### config.mk
export PLATFORM = sky130hd
export DESIGN_NAME = host_register_select_decode
export DESIGN_NICKNAME = d
export VERILOG_FILES = /design/src/verilog/regsel_pkg.sv /design/src/verilog/host_register_select_decode.sv
export VERILOG_INCLUDE_DIRS = /design/src /design/src/verilog
export SDC_FILE = /design/constraint.sdc
export NUM_CORES = 1
export LEC_CHECK = 0
export BUFFER_PORTS_ARGS = -buffer_cell sky130_fd_sc_hd__buf_2
export CAP_MARGIN = 5
export CORE_ASPECT_RATIO = 1.1
export CORE_UTILIZATION = 35
export DETAILED_ROUTE_END_ITERATION = 16
export GPL_TIMING_DRIVEN = 0
export PLACE_DENSITY = 0.59
export SLEW_MARGIN = 40
export SYNTH_ARGS = -nofsm -noshare
export SYNTH_HDL_FRONTEND = slang
export SYNTH_SLANG_ARGS = --single-unit
### constraint.sdc
create_clock -name clk_sys -period 35.6 [get_ports clk_sys]
set_input_delay 5.34 -clock clk_sys [delete_from_list [all_inputs] [get_ports clk_sys]]
set_output_delay 5.34 -clock clk_sys [all_outputs]
set_load 0.05 [all_outputs]
### src/verilog/regsel_params.svh
// offsets, field positions, reset values and timing counts of the register select block
`ifndef REGSEL_PARAMS_SVH
`define REGSEL_PARAMS_SVH

// ----------------------------------------------------------------------------
// wishbone byte offsets
// ----------------------------------------------------------------------------
`define WB_CFG_ADDR 8'h00
`define WB_STATUS_ADDR 8'h04
`define WB_TABLE_BIT 7

// ----------------------------------------------------------------------------
// configuration register fields
// ----------------------------------------------------------------------------
`define CFG_BASE_LSB 0
`define CFG_BASE_MSB 7
`define CFG_COUNT_LSB 8
`define CFG_COUNT_MSB 11
`define CFG_WIDE_BIT 12
`define CFG_BASE_RESET 8'h00
`define CFG_COUNT_RESET 4'h0
`define CFG_WIDE_RESET 1'b0

// ----------------------------------------------------------------------------
// host address fields
// ----------------------------------------------------------------------------
`define ADDR_PAGE_MSB 17
`define ADDR_PAGE_LSB 13
`define ADDR_BASE_MSB 12
`define ADDR_BASE_LSB 5
`define ADDR_INDEX_MSB 4
`define ADDR_INDEX_LSB 1

// ----------------------------------------------------------------------------
// timing
// ----------------------------------------------------------------------------
`define CLK_PERIOD_NS 10
`define STROBE_DELAY_NS 85
`define STROBE_DELAY_CYC ((`STROBE_DELAY_NS + `CLK_PERIOD_NS - 1) / `CLK_PERIOD_NS)

`endif

### src/verilog/regsel_pkg.sv
// types shared by the register select block
package regsel_pkg;

    // host bus pins, all active low as carried on the bus
    typedef struct packed {
        logic [17:0] addr_n;
        logic c1_n;
        logic c0_n;
        logic msyn_n;
    } host_bus_t;

    // one cell of the select table
    typedef struct packed {
        logic upper_select_bit_high;
        logic upper_select_bit_low;
        logic local_register_flag;
        logic [4:0] register_select_code;
    } lut_entry_t;

    // strobe sequencer, gray along idle-delay-strobe-hold
    typedef enum logic [1:0] {
        SEQ_IDLE = 2'h0,
        SEQ_DELAY = 2'h1,
        SEQ_STROBE = 2'h3,
        SEQ_HOLD = 2'h2
    } seq_state_t;

endpackage

### src/verilog/host_register_select_decode.sv
// host port register selection: address decode, select table and strobe decoders
// Operation
// [RULE_01] select only within the io page
// [RULE_02] base bits compared, any mismatch blocks select; in wide mode the code skips base bit 0 (address bit 5)
// [RULE_03] base setting zero intact, one removed
// [RULE_04] invert active-low address before comparing
// [RULE_05] address bits 4..1 index table, top zero
// [RULE_06] wide mode feeds bit 5 into index
// [RULE_07] compare index top bits with register count
// [RULE_08] out of range gives no reply
// [RULE_09] master holds address 150 ns before sync
// [RULE_10] select needs sync plus match, starts strobes
// [RULE_11] local entries inhibit drive handshake
// [RULE_12] remote entries raise drive request
// [RULE_13] shared first command register decodes remote
// [RULE_14] five select bits go to drive
// [RULE_15] low select bits feed lower decoder
// [RULE_16] direction line picks write or read outputs
// [RULE_17] lower decoder needs local and select
// [RULE_18] low select bits serve both roles
// [RULE_19] upper bits drive upper decoder, same direction
// [RULE_20] upper decoder enabled by select alone
// [RULE_21] control lines encode cycle, bit 0 byte
// [RULE_22] local strobe 85 ns after sync
// [RULE_23] decode is combinational, settled before strobe
`include "regsel_params.svh"

module host_register_select_decode (
    input wire logic clk_sys,
    input wire logic rst,
    input wire logic wb_cyc_i,
    input wire logic wb_stb_i,
    input wire logic wb_we_i,
    input wire logic [7:0] wb_adr_i,
    input wire logic [3:0] wb_sel_i,
    input wire logic [31:0] wb_dat_i,
    output logic [31:0] wb_dat_o,
    output logic wb_ack_o,
    input wire regsel_pkg::host_bus_t host_pins,
    output logic device_selected,
    output logic local_register_flag,
    output logic [4:0] register_select_code,
    output logic [7:0] lower_decode,
    output logic [7:0] upper_decode,
    output logic local_register_strobe,
    output logic drive_request,
    output logic reply_permitted,
    output logic register_in_range,
    output logic drive_write_direction,
    output logic odd_byte_write
);
    import regsel_pkg::*;

    localparam logic [3:0] STROBE_LAST = 4'(`STROBE_DELAY_CYC - 2);

    // ------------------------------------------------------------------------
    // functions
    // ------------------------------------------------------------------------
    // bcd to decimal decoder; when disabled, all eight outputs stay low
    function automatic logic [7:0] decode_ten(input logic en, input logic d2,
                                              input logic [1:0] d10);
        logic [7:0] hot;
        hot = 8'h00;
        if (en)
        begin
            hot[{d2, d10}] = 1'b1;
        end
        return hot;
    endfunction

    // power-up contents of the select table
    function automatic lut_entry_t default_entry(input logic [4:0] idx);
        lut_entry_t e;
        e = '{1'b1, 1'b1, 1'b0, idx};
        case (idx)
            5'h00: e = '{1'b1, 1'b0, 1'b0, idx}; // RULE_13
            5'h01: e = '{1'b0, 1'b0, 1'b1, 5'h03};
            5'h02: e = '{1'b1, 1'b1, 1'b1, 5'h02};
            5'h03: e = '{1'b1, 1'b1, 1'b1, 5'h01};
            5'h04: e = '{1'b1, 1'b1, 1'b1, 5'h00};
            5'h05: e = '{1'b0, 1'b1, 1'b0, idx};
            default: e = '{1'b1, 1'b1, 1'b0, idx};
        endcase
        return e;
    endfunction

    // ------------------------------------------------------------------------
    // host pin synchronisers
    // ------------------------------------------------------------------------
    host_bus_t host_meta_q;
    host_bus_t host_sync_q;

    always_ff @(posedge clk_sys or posedge rst)
    begin
        if (rst)
        begin
            host_meta_q <= '1;
            host_sync_q <= '1;
        end
        else
        begin
            host_meta_q <= host_pins;
            host_sync_q <= host_meta_q;
        end
    end

    // ------------------------------------------------------------------------
    // configuration and select table
    // ------------------------------------------------------------------------
    logic [7:0] cfg_base_q;
    logic [3:0] cfg_count_q;
    logic cfg_wide_q;
    lut_entry_t lut_q [32];
    logic wb_ack_q;
    logic [31:0] wb_dat_q;

    wire wb_req = wb_cyc_i && wb_stb_i && !wb_ack_q;
    wire wb_wr = wb_req && wb_we_i;
    wire hit_cfg = wb_adr_i == `WB_CFG_ADDR;
    wire hit_status = wb_adr_i == `WB_STATUS_ADDR;
    wire hit_table = wb_adr_i[`WB_TABLE_BIT];
    wire [4:0] wb_index = wb_adr_i[6:2];

    always_ff @(posedge clk_sys or posedge rst)
    begin
        if (rst)
        begin
            cfg_base_q <= `CFG_BASE_RESET; // RULE_03
            cfg_count_q <= `CFG_COUNT_RESET;
            cfg_wide_q <= `CFG_WIDE_RESET;
        end
        else if (wb_wr && hit_cfg)
        begin
            if (wb_sel_i[0])
            begin
                cfg_base_q <= wb_dat_i[`CFG_BASE_MSB:`CFG_BASE_LSB]; // RULE_03
            end
            if (wb_sel_i[1])
            begin
                cfg_count_q <= wb_dat_i[`CFG_COUNT_MSB:`CFG_COUNT_LSB];
                cfg_wide_q <= wb_dat_i[`CFG_WIDE_BIT];
            end
        end
    end

    always_ff @(posedge clk_sys or posedge rst)
    begin
        if (rst)
        begin
            for (int i = 0; i < 32; i++)
            begin
                lut_q[i] <= default_entry(5'(i));
            end
        end
        else if (wb_wr && hit_table && wb_sel_i[0])
        begin
            lut_q[wb_index] <= wb_dat_i[7:0];
        end
    end

    // ------------------------------------------------------------------------
    // address decode, all combinational
    // ------------------------------------------------------------------------
    wire [17:0] addr = ~host_sync_q.addr_n; // RULE_04
    wire msyn = !host_sync_q.msyn_n;
    wire write_dir = !host_sync_q.c1_n; // RULE_21
    wire io_page = &addr[`ADDR_PAGE_MSB:`ADDR_PAGE_LSB]; // RULE_01
    wire [7:0] base_mask = {7'h7F, !cfg_wide_q}; // RULE_06
    wire [7:0] base_diff = (addr[`ADDR_BASE_MSB:`ADDR_BASE_LSB] ^ cfg_base_q) & base_mask;
    wire base_match = base_diff == 8'h00; // RULE_02
    wire [4:0] lut_index = {cfg_wide_q & addr[5], addr[4:1]}; // RULE_05 RULE_06
    wire [3:0] range_index = cfg_wide_q ? addr[5:2] : addr[4:1]; // RULE_07
    wire in_range = range_index < cfg_count_q; // RULE_07
    wire sel_now = msyn && io_page && base_match; // RULE_10
    lut_entry_t entry;
    assign entry = lut_q[lut_index]; // RULE_23
    wire [1:0] upper_code = {entry.upper_select_bit_high, entry.upper_select_bit_low};
    wire lower_en = sel_now && entry.local_register_flag; // RULE_17
    // C1 asserted drives D2 low: write strobes on 0..3, read enables above
    wire [7:0] lower_d = decode_ten(lower_en, !write_dir,
                                    entry.register_select_code[1:0]); // RULE_15 RULE_16 RULE_18
    wire [7:0] upper_d = decode_ten(sel_now, !write_dir, upper_code); // RULE_19 RULE_20
    wire request_d = sel_now && !entry.local_register_flag && in_range; // RULE_11 RULE_12
    wire odd_d = sel_now && write_dir && !host_sync_q.c0_n && addr[0]; // RULE_21

    // ------------------------------------------------------------------------
    // registered host-side outputs
    // ------------------------------------------------------------------------
    logic device_selected_q;
    logic local_flag_q;
    logic [4:0] select_code_q;
    logic [7:0] lower_q;
    logic [7:0] upper_q;
    logic request_q;
    logic reply_q;
    logic in_range_q;
    logic write_dir_q;
    logic odd_q;

    always_ff @(posedge clk_sys or posedge rst)
    begin
        if (rst)
        begin
            device_selected_q <= 1'b0;
            local_flag_q <= 1'b0;
            select_code_q <= 5'h00;
            lower_q <= 8'h00;
            upper_q <= 8'h00;
            request_q <= 1'b0;
            reply_q <= 1'b0;
            in_range_q <= 1'b0;
            write_dir_q <= 1'b0;
            odd_q <= 1'b0;
        end
        else
        begin
            device_selected_q <= sel_now; // RULE_10
            local_flag_q <= sel_now && entry.local_register_flag; // RULE_11
            select_code_q <= entry.register_select_code; // RULE_14
            lower_q <= lower_d;
            upper_q <= upper_d;
            request_q <= request_d; // RULE_12
            reply_q <= sel_now && in_range; // RULE_08
            in_range_q <= in_range;
            write_dir_q <= write_dir;
            odd_q <= odd_d;
        end
    end

    // ------------------------------------------------------------------------
    // local register strobe sequencer
    // ------------------------------------------------------------------------
    seq_state_t state_q;
    seq_state_t state_d;
    logic [3:0] count_q;
    logic strobe_q;

    wire delay_done = state_q == SEQ_DELAY && count_q == STROBE_LAST;

    always_comb
    begin
        state_d = state_q;
        case (state_q)
            SEQ_IDLE: state_d = device_selected_q ? SEQ_DELAY : SEQ_IDLE; // RULE_10
            SEQ_DELAY:
            begin
                if (!device_selected_q)
                begin
                    state_d = SEQ_IDLE;
                end
                else if (delay_done)
                begin
                    state_d = SEQ_STROBE;
                end
            end
            SEQ_STROBE: state_d = SEQ_HOLD;
            SEQ_HOLD: state_d = device_selected_q ? SEQ_HOLD : SEQ_IDLE;
            default: state_d = SEQ_IDLE;
        endcase
    end

    always_ff @(posedge clk_sys or posedge rst)
    begin
        if (rst)
        begin
            state_q <= SEQ_IDLE;
            count_q <= 4'h0;
            strobe_q <= 1'b0;
        end
        else
        begin
            state_q <= state_d;
            count_q <= (state_q == SEQ_DELAY) ? count_q + 4'h1 : 4'h0;
            strobe_q <= delay_done && device_selected_q && local_flag_q
                        && in_range_q; // RULE_22
        end
    end

    // ------------------------------------------------------------------------
    // wishbone answer
    // ------------------------------------------------------------------------
    wire [31:0] cfg_rd = {19'h00000, cfg_wide_q, cfg_count_q, cfg_base_q};
    wire [31:0] status_rd = {24'h000000, in_range_q, select_code_q,
                             local_flag_q, device_selected_q};
    wire [31:0] table_rd = {24'h000000, lut_q[wb_index]};
    wire [31:0] rd_d = hit_cfg ? cfg_rd : hit_status ? status_rd
                     : hit_table ? table_rd : 32'h00000000;

    always_ff @(posedge clk_sys or posedge rst)
    begin
        if (rst)
        begin
            wb_ack_q <= 1'b0;
            wb_dat_q <= 32'h00000000;
        end
        else
        begin
            wb_ack_q <= wb_req;
            wb_dat_q <= wb_req ? rd_d : 32'h00000000;
        end
    end

    assign wb_ack_o = wb_ack_q;
    assign wb_dat_o = wb_dat_q;
    assign device_selected = device_selected_q;
    assign local_register_flag = local_flag_q;
    assign register_select_code = select_code_q;
    assign lower_decode = lower_q;
    assign upper_decode = upper_q;
    assign local_register_strobe = strobe_q;
    assign drive_request = request_q;
    assign reply_permitted = reply_q;
    assign register_in_range = in_range_q;
    assign drive_write_direction = write_dir_q;
    assign odd_byte_write = odd_q;

    // ------------------------------------------------------------------------
    // assertions
    // ------------------------------------------------------------------------
    property p_io_page;
        @(posedge clk_sys) disable iff (rst)
        device_selected_q |-> $past(io_page);
    endproperty
    a_io_page: assert property (p_io_page) else $error("select outside io page"); // RULE_01

    property p_base_match;
        @(posedge clk_sys) disable iff (rst)
        device_selected_q |-> $past(base_diff) == 8'h00;
    endproperty
    a_base_match: assert property (p_base_match) else $error("select on base mismatch"); // RULE_02

    property p_narrow_index;
        @(posedge clk_sys) disable iff (rst)
        (sel_now && !cfg_wide_q) |=> select_code_q
            == $past(lut_q[{1'b0, addr[4:1]}].register_select_code);
    endproperty
    a_narrow_index: assert property (p_narrow_index) else $error("narrow index wrong"); // RULE_05

    property p_wide_index;
        @(posedge clk_sys) disable iff (rst)
        (sel_now && cfg_wide_q) |=> select_code_q
            == $past(lut_q[addr[5:1]].register_select_code);
    endproperty
    a_wide_index: assert property (p_wide_index) else $error("wide index wrong"); // RULE_06

    property p_no_reply_out_of_range;
        @(posedge clk_sys) disable iff (rst)
        (sel_now && !in_range) |=> !reply_permitted && !drive_request && device_selected;
    endproperty
    a_no_reply_out_of_range: assert property (p_no_reply_out_of_range) // RULE_08
        else $error("reply outside register count");

    property p_local_inhibits;
        @(posedge clk_sys) disable iff (rst)
        local_register_flag |-> !drive_request;
    endproperty
    a_local_inhibits: assert property (p_local_inhibits) else $error("local raised request"); // RULE_11

    property p_remote_requests;
        @(posedge clk_sys) disable iff (rst)
        (sel_now && !entry.local_register_flag && in_range) |=> drive_request;
    endproperty
    a_remote_requests: assert property (p_remote_requests) else $error("remote no request"); // RULE_12

    property p_lower_enable;
        @(posedge clk_sys) disable iff (rst)
        (lower_decode != 8'h00) |-> device_selected && local_register_flag
            && $onehot(lower_decode);
    endproperty
    a_lower_enable: assert property (p_lower_enable) else $error("lower decoder enable"); // RULE_17

    property p_direction;
        @(posedge clk_sys) disable iff (rst)
        (lower_decode[7:4] != 4'h0 || upper_decode[7:4] != 4'h0) |-> !drive_write_direction;
    endproperty
    a_direction: assert property (p_direction) else $error("read output on write"); // RULE_16

    property p_upper_enable;
        @(posedge clk_sys) disable iff (rst)
        device_selected == (upper_decode != 8'h00);
    endproperty
    a_upper_enable: assert property (p_upper_enable) else $error("upper decoder enable"); // RULE_20

    property p_strobe_delay;
        @(posedge clk_sys) disable iff (rst)
        ($rose(device_selected) && local_register_flag && register_in_range)
            ##1 device_selected[*8] |=> local_register_strobe ##1 !local_register_strobe;
    endproperty
    a_strobe_delay: assert property (p_strobe_delay) else $error("strobe timing"); // RULE_22

    property p_strobe_local_only;
        @(posedge clk_sys) disable iff (rst)
        local_register_strobe |-> $past(local_register_flag) && !drive_request;
    endproperty
    a_strobe_local_only: assert property (p_strobe_local_only) else $error("strobe on remote"); // RULE_11

    c_local_strobe: cover property (@(posedge clk_sys) disable iff (rst)
        local_register_strobe);
    c_drive_request: cover property (@(posedge clk_sys) disable iff (rst)
        $rose(drive_request));
    c_wide_select: cover property (@(posedge clk_sys) disable iff (rst)
        sel_now && cfg_wide_q && addr[5]);
    c_out_of_range: cover property (@(posedge clk_sys) disable iff (rst)
        sel_now && !in_range);

endmodule

# [Word-level counts from Yosys, hierarchy flattened]
# Index checks and enable logic that the tools add are counted.
[classes] addsub=1 order_cmp=8 n_eq_ne=6 muxes=26 n_bitwise=6 reduce_logical=34
[ops] cell="256-bit bitwise mux" count=1
[ops] cell="8-bit binary-select mux with 5-bit select" count=2
[ops] cell="8-bit two-way mux" count=9
[ops] cell="8-bit demux with 5-bit select" count=1
[ops] cell="13-bit two-way mux" count=2
[ops] cell="1-bit logical AND" count=22
[ops] cell="18-bit inverter" count=1
[ops] cell="8-bit logical NOT" count=2
[ops] cell="6-bit >= comparator (second input constant)" count=2
[ops] cell="5-bit inverter with 6-bit output" count=2
[ops] cell="8-bit AND" count=1
[ops] cell="8-bit by 3-bit equality test with 1-bit output (second input constant)" count=1
[ops] cell="3-bit by 4-bit less-than comparator with 1-bit output (second input constant)" count=2
[ops] cell="4-bit two-way mux" count=2
[ops] cell="2-bit one-hot mux with 4 select lines" count=1
[ops] cell="8-bit XOR" count=1
[ops] cell="1-bit demux with 3-bit select" count=2
[ops] cell="3-bit by 1-bit >= comparator with 1-bit output (second input constant)" count=2
[ops] cell="1-bit logical NOT" count=6
[ops] cell="6-bit by 1-bit less-than comparator with 1-bit output (second input constant)" count=1
[ops] cell="2-bit two-way mux" count=3
[ops] cell="5-bit AND reduction" count=1
[ops] cell="4-bit by 1-bit adder with 4-bit output (second input constant)" count=1
[ops] cell="2-bit equality test (second input constant)" count=2
[ops] cell="other kinds (8)" count=11
[totals] ff_bits=360 inputBits=70 output_inout_bits=62 wordCells=235

# [Logic depth before layout (Yosys ltp)]
[logic_depth] depth_word=11 mapped_depth=10 depth_no_buf=6

# [Worst setup path before layout]
# No wires, ideal clock.
[synth_timing] path_type="input-to-reg" startpoint="in wb_adr_i[2]" endpoint="reg wb_dat_q[2], in the netlist wb_dat_o[2]" setup_ps=126 arrival_time_ps=7042 required_time_ps=35474 path_slack_ps=28432 stages=7 path_buffers=3 cell_sequence="buf_4 -> buf_4 -> buf_2 -> mux4_2 -> a22oi_1 -> a31oi_1 -> a221o_1"
[synth_between] elab_chain_cells=8 word_cells_on_any_way=10 classes_between="eq/ne (1); mux (7); bitwise (1); reduce/logical (1)"
[synth_lines] item="from (decl)" line_no="host_register_select_decode.sv:34" text="input wire logic [7:0] wb_adr_i,"
[synth_lines] item="5-bit inverter with 6-bit output (implied by the code)" line_no="host_register_select_decode.sv:285" text="wire [31:0] table_rd = {24'h000000, lut_q[wb_index]};"
[synth_lines] item="8-bit binary-select mux with 5-bit select" line_no="host_register_select_decode.sv:285"
[synth_lines] item="8-bit two-way mux (implied by the code) (2 in a row)" line_no="host_register_select_decode.sv:285"
[synth_lines] item="8-bit two-way mux" line_no="host_register_select_decode.sv:287" text=": hit_table ? table_rd : 32'h00000000;"
[synth_lines] item="8-bit two-way mux" line_no="host_register_select_decode.sv:286" text="wire [31:0] rd_d = hit_cfg ? cfg_rd : hit_status ? status_rd"
[synth_lines] item="13-bit two-way mux *" line_no="host_register_select_decode.sv:286"
[synth_lines] item="13-bit two-way mux *" line_no="host_register_select_decode.sv:299" text="wb_dat_q <= wb_req ? rd_d : 32'h00000000;"
[synth_lines] item="to (signal assigned)" line_no="host_register_select_decode.sv:299"
[synth_lines] item="to (decl)" line_no="host_register_select_decode.sv:115" text="logic [31:0] wb_dat_q;"
# Mark *: on every way between the ends. The rest lies on a longest branch, timed or not. The select of a mux whose other input is x is not followed.
# A chain may end at the register's enable or synchronous reset.

# [Final worst setup path]
[layout_timing] startpoint="in wb_adr_i[5]" endpoint="reg lut_q[178] (netlist name)"
[layout_between] elab_chain_cells=6 word_cells_on_any_way=7 classes_between="order compare (2); mux (3); bitwise (1); reduce/logical (1)"
[layout_lines] item="5-bit inverter with 6-bit output (implied by the code) *" line_no="host_register_select_decode.sv:157" text="lut_q[wb_index] <= wb_dat_i[7:0];"
[layout_lines] item="6-bit >= comparator (implied by the code) or 6-bit by 1-bit less-than comparator with 1-bit output (tied branches)" line_no="host_register_select_decode.sv:157"
[layout_lines] item="1-bit logical AND (implied by the code)" line_no="host_register_select_decode.sv:157"
[layout_lines] item="8-bit two-way mux (implied by the code)" line_no="host_register_select_decode.sv:157"
[layout_lines] item="8-bit demux with 5-bit select *" line_no="host_register_select_decode.sv:157"
[layout_lines] item="256-bit bitwise mux *" line_no="host_register_select_decode.sv:157"
[layout_lines] item="to (signal, indexed assignment)" line_no="host_register_select_decode.sv:152" text="lut_q[i] <= default_entry(5'(i));"
[layout_lines] item="to (signal, indexed assignment)" line_no="host_register_select_decode.sv:157"
[layout_lines] item="to (decl)" line_no="host_register_select_decode.sv:113" text="lut_entry_t lut_q [32];"
# Mark *: on every way between the ends. The rest lies on a longest branch, timed or not.

==> summary.md <==
| Metric | Value |
|---|---|
| Outcome | `complete, no violations` |
| Ports | `132` |
| DR WL/cell | `between 20 and 30 um` |
| DP HPWL | `between 30 and 40 mm` |
| Grt total ovfl | `0` |
| IR Drop Worst-Case VDD | `about 0.035 mV` |
| Arrival @ worst endpoint | `8.15 ns` |
| First-pass GRT wire length | `78.7 mm` |
| Hold Path Depth | `0` |
| Final-stage net count | `around 1400` |
| Final Cell Area | `between 0.02 and 0.025 sq mm` |
| Die X | `about 220 um` |
| Post-CTS setup buffers | `0` |
| Sequential area share after synthesis | `0.526` |
| Mean post-synth cell area | `15.5 sq um` |
| DRT Pass-1 Iters | `5` |
| Pin count of the biggest net entering global routing | `between 70 and 80` |
| Placement Rows | `85` |
| Asr flop ratio synth | `1.00` |
| CP max stage delay | `0.68 ns` |
| Vias in the first global route | `around 11000` |
| RR Endpoint | `lower_decode[5]` |
| # resized after CTS | `0` |
| Startpoint types | `input port` |
| TNS Setup | `0 ns` |
| Worst-path fanout max | `10` |
| Die area | `0.0511 sq mm` |
| CTS tree | `built` |
| Crit-path slowest cell | `clkbuf_1` |
| Synthesized flop and latch total | `360` |
| Drt total wl | `approximately 53 mm` |
| Hold Vio Cnt, Final | `0` |
| Cell Area, Placed | `approximately 0.019 sq mm` |
| Antenna violations before repair | `5` |
| Final RePlAce weighted congestion | `between 0.9 and 1` |
| Htree depth | `2` |
| Critical Path RT | `approximately 36 ns` |
| Ys Warns | `0` |
| Number of distinct library cells after synthesis | `56` |
| CTS root buf | `clkbuf_16` |
| HP Start | `host_meta_q[20]` |
| Endpoint, Worst Hold | `host_sync_q[20]` |
| Clock slew at reported path FFs | `about 0.06 ns` |
| Initial Util | `0.357` |
| DR DRC count | `0` |
| Worst reg2reg startpoint | `host_sync_q[5]` |
| Cts bufs inserted | `40` |
| R2R depth | `10` |
| Final period util | `0.217` |
| Commonest non-fill, non-tap cell in the layout | `mux2_2` |
| Die Y-Extent | `237 um` |
| Max Clk Rate | `about 130 MHz` |
| # hold bufs at CTS | `0` |
| Hold Crit Class | `register to register` |
| Max Transition Viols Final | `0` |
| Initial DRC Count | `1070` |
| Critical path class | `input port to register` |
| Reg-to-reg setup timing slack | `about 33 ns` |
| RSZ-0062 raised after global routing | `false` |
| CP endpoint kind | `register` |
| Worst-Skew Late Latency | `between 0.5 and 0.6 ns` |
| DR vias/cell | `5.62` |
| Place WS | `approximately 27 ns` |
| DRT antenna net count | `0` |
| Layout cells sized above 1 | `0.624` |
| Most used cell, CP | `clkbuf_1` |
| Area Growth Syn to Fin | `15.9%` |
| Power per cell area | `approximately 45 mW/mm^2` |
| Max clock buf depth | `3` |
| EDFF count, synth | `0` |
| Most frequent cells in the layout | `mux2_2 (279), dfstp_2 (185), dfrtp_1 (175), mux4_2 (112), buf_2 (108)` |
| Main synth FF type | `dfstp_2` |
| P_leak | `between 8 and 9 nW` |
| CP Cell Sequence | `buf_2 -> clkbuf_1 -> nor3b_1 -> clkbuf_1 -> nand2_1 -> mux2_2` |
| Tot GR Track Use | `0.210` |
| Min Tclk post-route | `~7.7 ns` |
| Worst slew margin | `0.445` |
| Clock skew | `~0.013 ns` |
| Post-Synthesis Cells | `approximately 1100` |
| Max Cap Viol | `0` |
| Core Area | `between 0.04 and 0.05 sq mm` |
| Worst Slack Setup Final | `27.87 ns` |
| Worst-margin pin slew | `roughly 0.83 ns` |
| Mapped Area | `between 0.015 and 0.02 sq mm` |
| Port buffer count | `88` |
| Via count | `about 11000` |
| Sink Count | `360` |
| Setup violators final | `0` |
layout make-up:
cell class                      instances  area (sq um)
Timing Repair Buffer                   93           578
Inverter                               11          48.8
Tap cell                              652           816
Clock buffer                           63          1200
Buffer                                 97           573
Clock inverter                         10          92.6
Sequential cell                       360          9240
Antenna cell                            2          5.00
Fill cell                            4503         28900
Multi-Input combinational cell        681          7830
cell families after synthesis:
logic type	count (synthesis)	synth area share
and+or+nand+nor	144	0.0421
adders and majority gates	4	0.00285
buffers and inverters	108	0.0345
muxes	428	0.356
other	1	0.000213
AOI/OAI and AO/OA	76	0.0337
xor gates and xnor gates	10	0.00498
DFF	360	0.526
registers in the layout, summed over array words and instances, names as in the netlist:
name and flops:
cfg_base_q 8, cfg_count_q 4, cfg_wide_q 1, count_q 4, device_selected 1, drive_request 1, drive_write_direction 1, host_meta_q 21
host_sync_q 21, local_register_flag 1, local_register_strobe 1, lower_decode 8, lut_q 256, odd_byte_write 1, register_in_range 1, register_select_code 5
reply_permitted 1, state_q 2, upper_decode 8, wb_ack_o 1, wb_dat_o 13
cells in the mapped netlist (4+ instances only):
master | number | area share
o22ai_1 | 4 | 0.0014
nand3_1 | 9 | 0.0026
a22o_1 | 9 | 0.0045
nor3_1 | 7 | 0.0020
nand2_2 | 8 | 0.0028
a31oi_1 | 8 | 0.0028
mux4_1 | 12 | 0.018
a22oi_1 | 18 | 0.0077
a211oi_1 | 4 | 0.0017
nand2b_1 | 6 | 0.0021
nor2b_1 | 11 | 0.0039
dfrtp_1 | 175 | 0.25
mux2_2 | 279 | 0.18
mux4_2 | 112 | 0.14
a221o_1 | 8 | 0.0046
xor2_1 | 9 | 0.0045
nor3b_1 | 4 | 0.0017
and2_1 | 4 | 0.0014
o21ai_0 | 4 | 0.0011
nand2_1 | 30 | 0.0064
nor2_1 | 42 | 0.0090
dfstp_2 | 185 | 0.28
inv_1 | 9 | 0.0019
nor4_1 | 4 | 0.0014
buf_6 | 9 | 0.0058
mux2i_1 | 23 | 0.013
clkbuf_1 | 39 | 0.0083
a221oi_1 | 13 | 0.0065
buf_4 | 24 | 0.010
buf_2 | 19 | 0.0054
ha_1 | 4 | 0.0028
buf_1 | 4 | 0.00085
worst max-delay path, delay by kind of cell:
family,cells,cell delay (ns)
buffers and inverters,3,1.17
multiplexers,1,0.46
AND/OR/NAND/NOR,2,1.17
routing by layer:
metal	GRT usage	wire (um)	up-vias
met4	0.0842	2150	8
li1	-	-	4577
met2	0.322	24000	543
met3	0.0468	4190	134
met5	0	44	-
met1	0.287	22500	5799
where the power goes:
part           switching (mW)  internal, mW
clock network           0.169         0.239
registers             0.00674         0.424
logic                  0.0460        0.0271
total                   0.222         0.691
worst max path at each step:
stage,startpoint,end,slack (ns),depth (start not counted)
final,wb_adr_i[5],lut_q[178],27.87,6
after global placement,rst,lut_q[122],16.52,2
after CTS,wb_adr_i[5],lut_q[178],27.98,6
after global routing,wb_adr_i[6],lut_q[106],27.83,6
after detailed placement,wb_adr_i[5],lut_q[178],27.42,6
after floorplan,rst,cfg_base_q[0],20.58,1
through the flow:
stage / instances / power, mW / hold WS [ns] / utilization
global route: 1967 / 0.942 / 0.360 / 0.414
floorplan: 1149 / 0.483 / 0.345 / -
global placement: 1889 / 0.507 / 0.345 / 0.384
finish: 1969 / 0.913 / 0.355 / 0.414
CTS: 1967 / 0.922 / 0.356 / 0.414
detailed placement: 1894 / 0.511 / 0.347 / 0.388
Note: power is estimated with default switching activity, not from simulation.
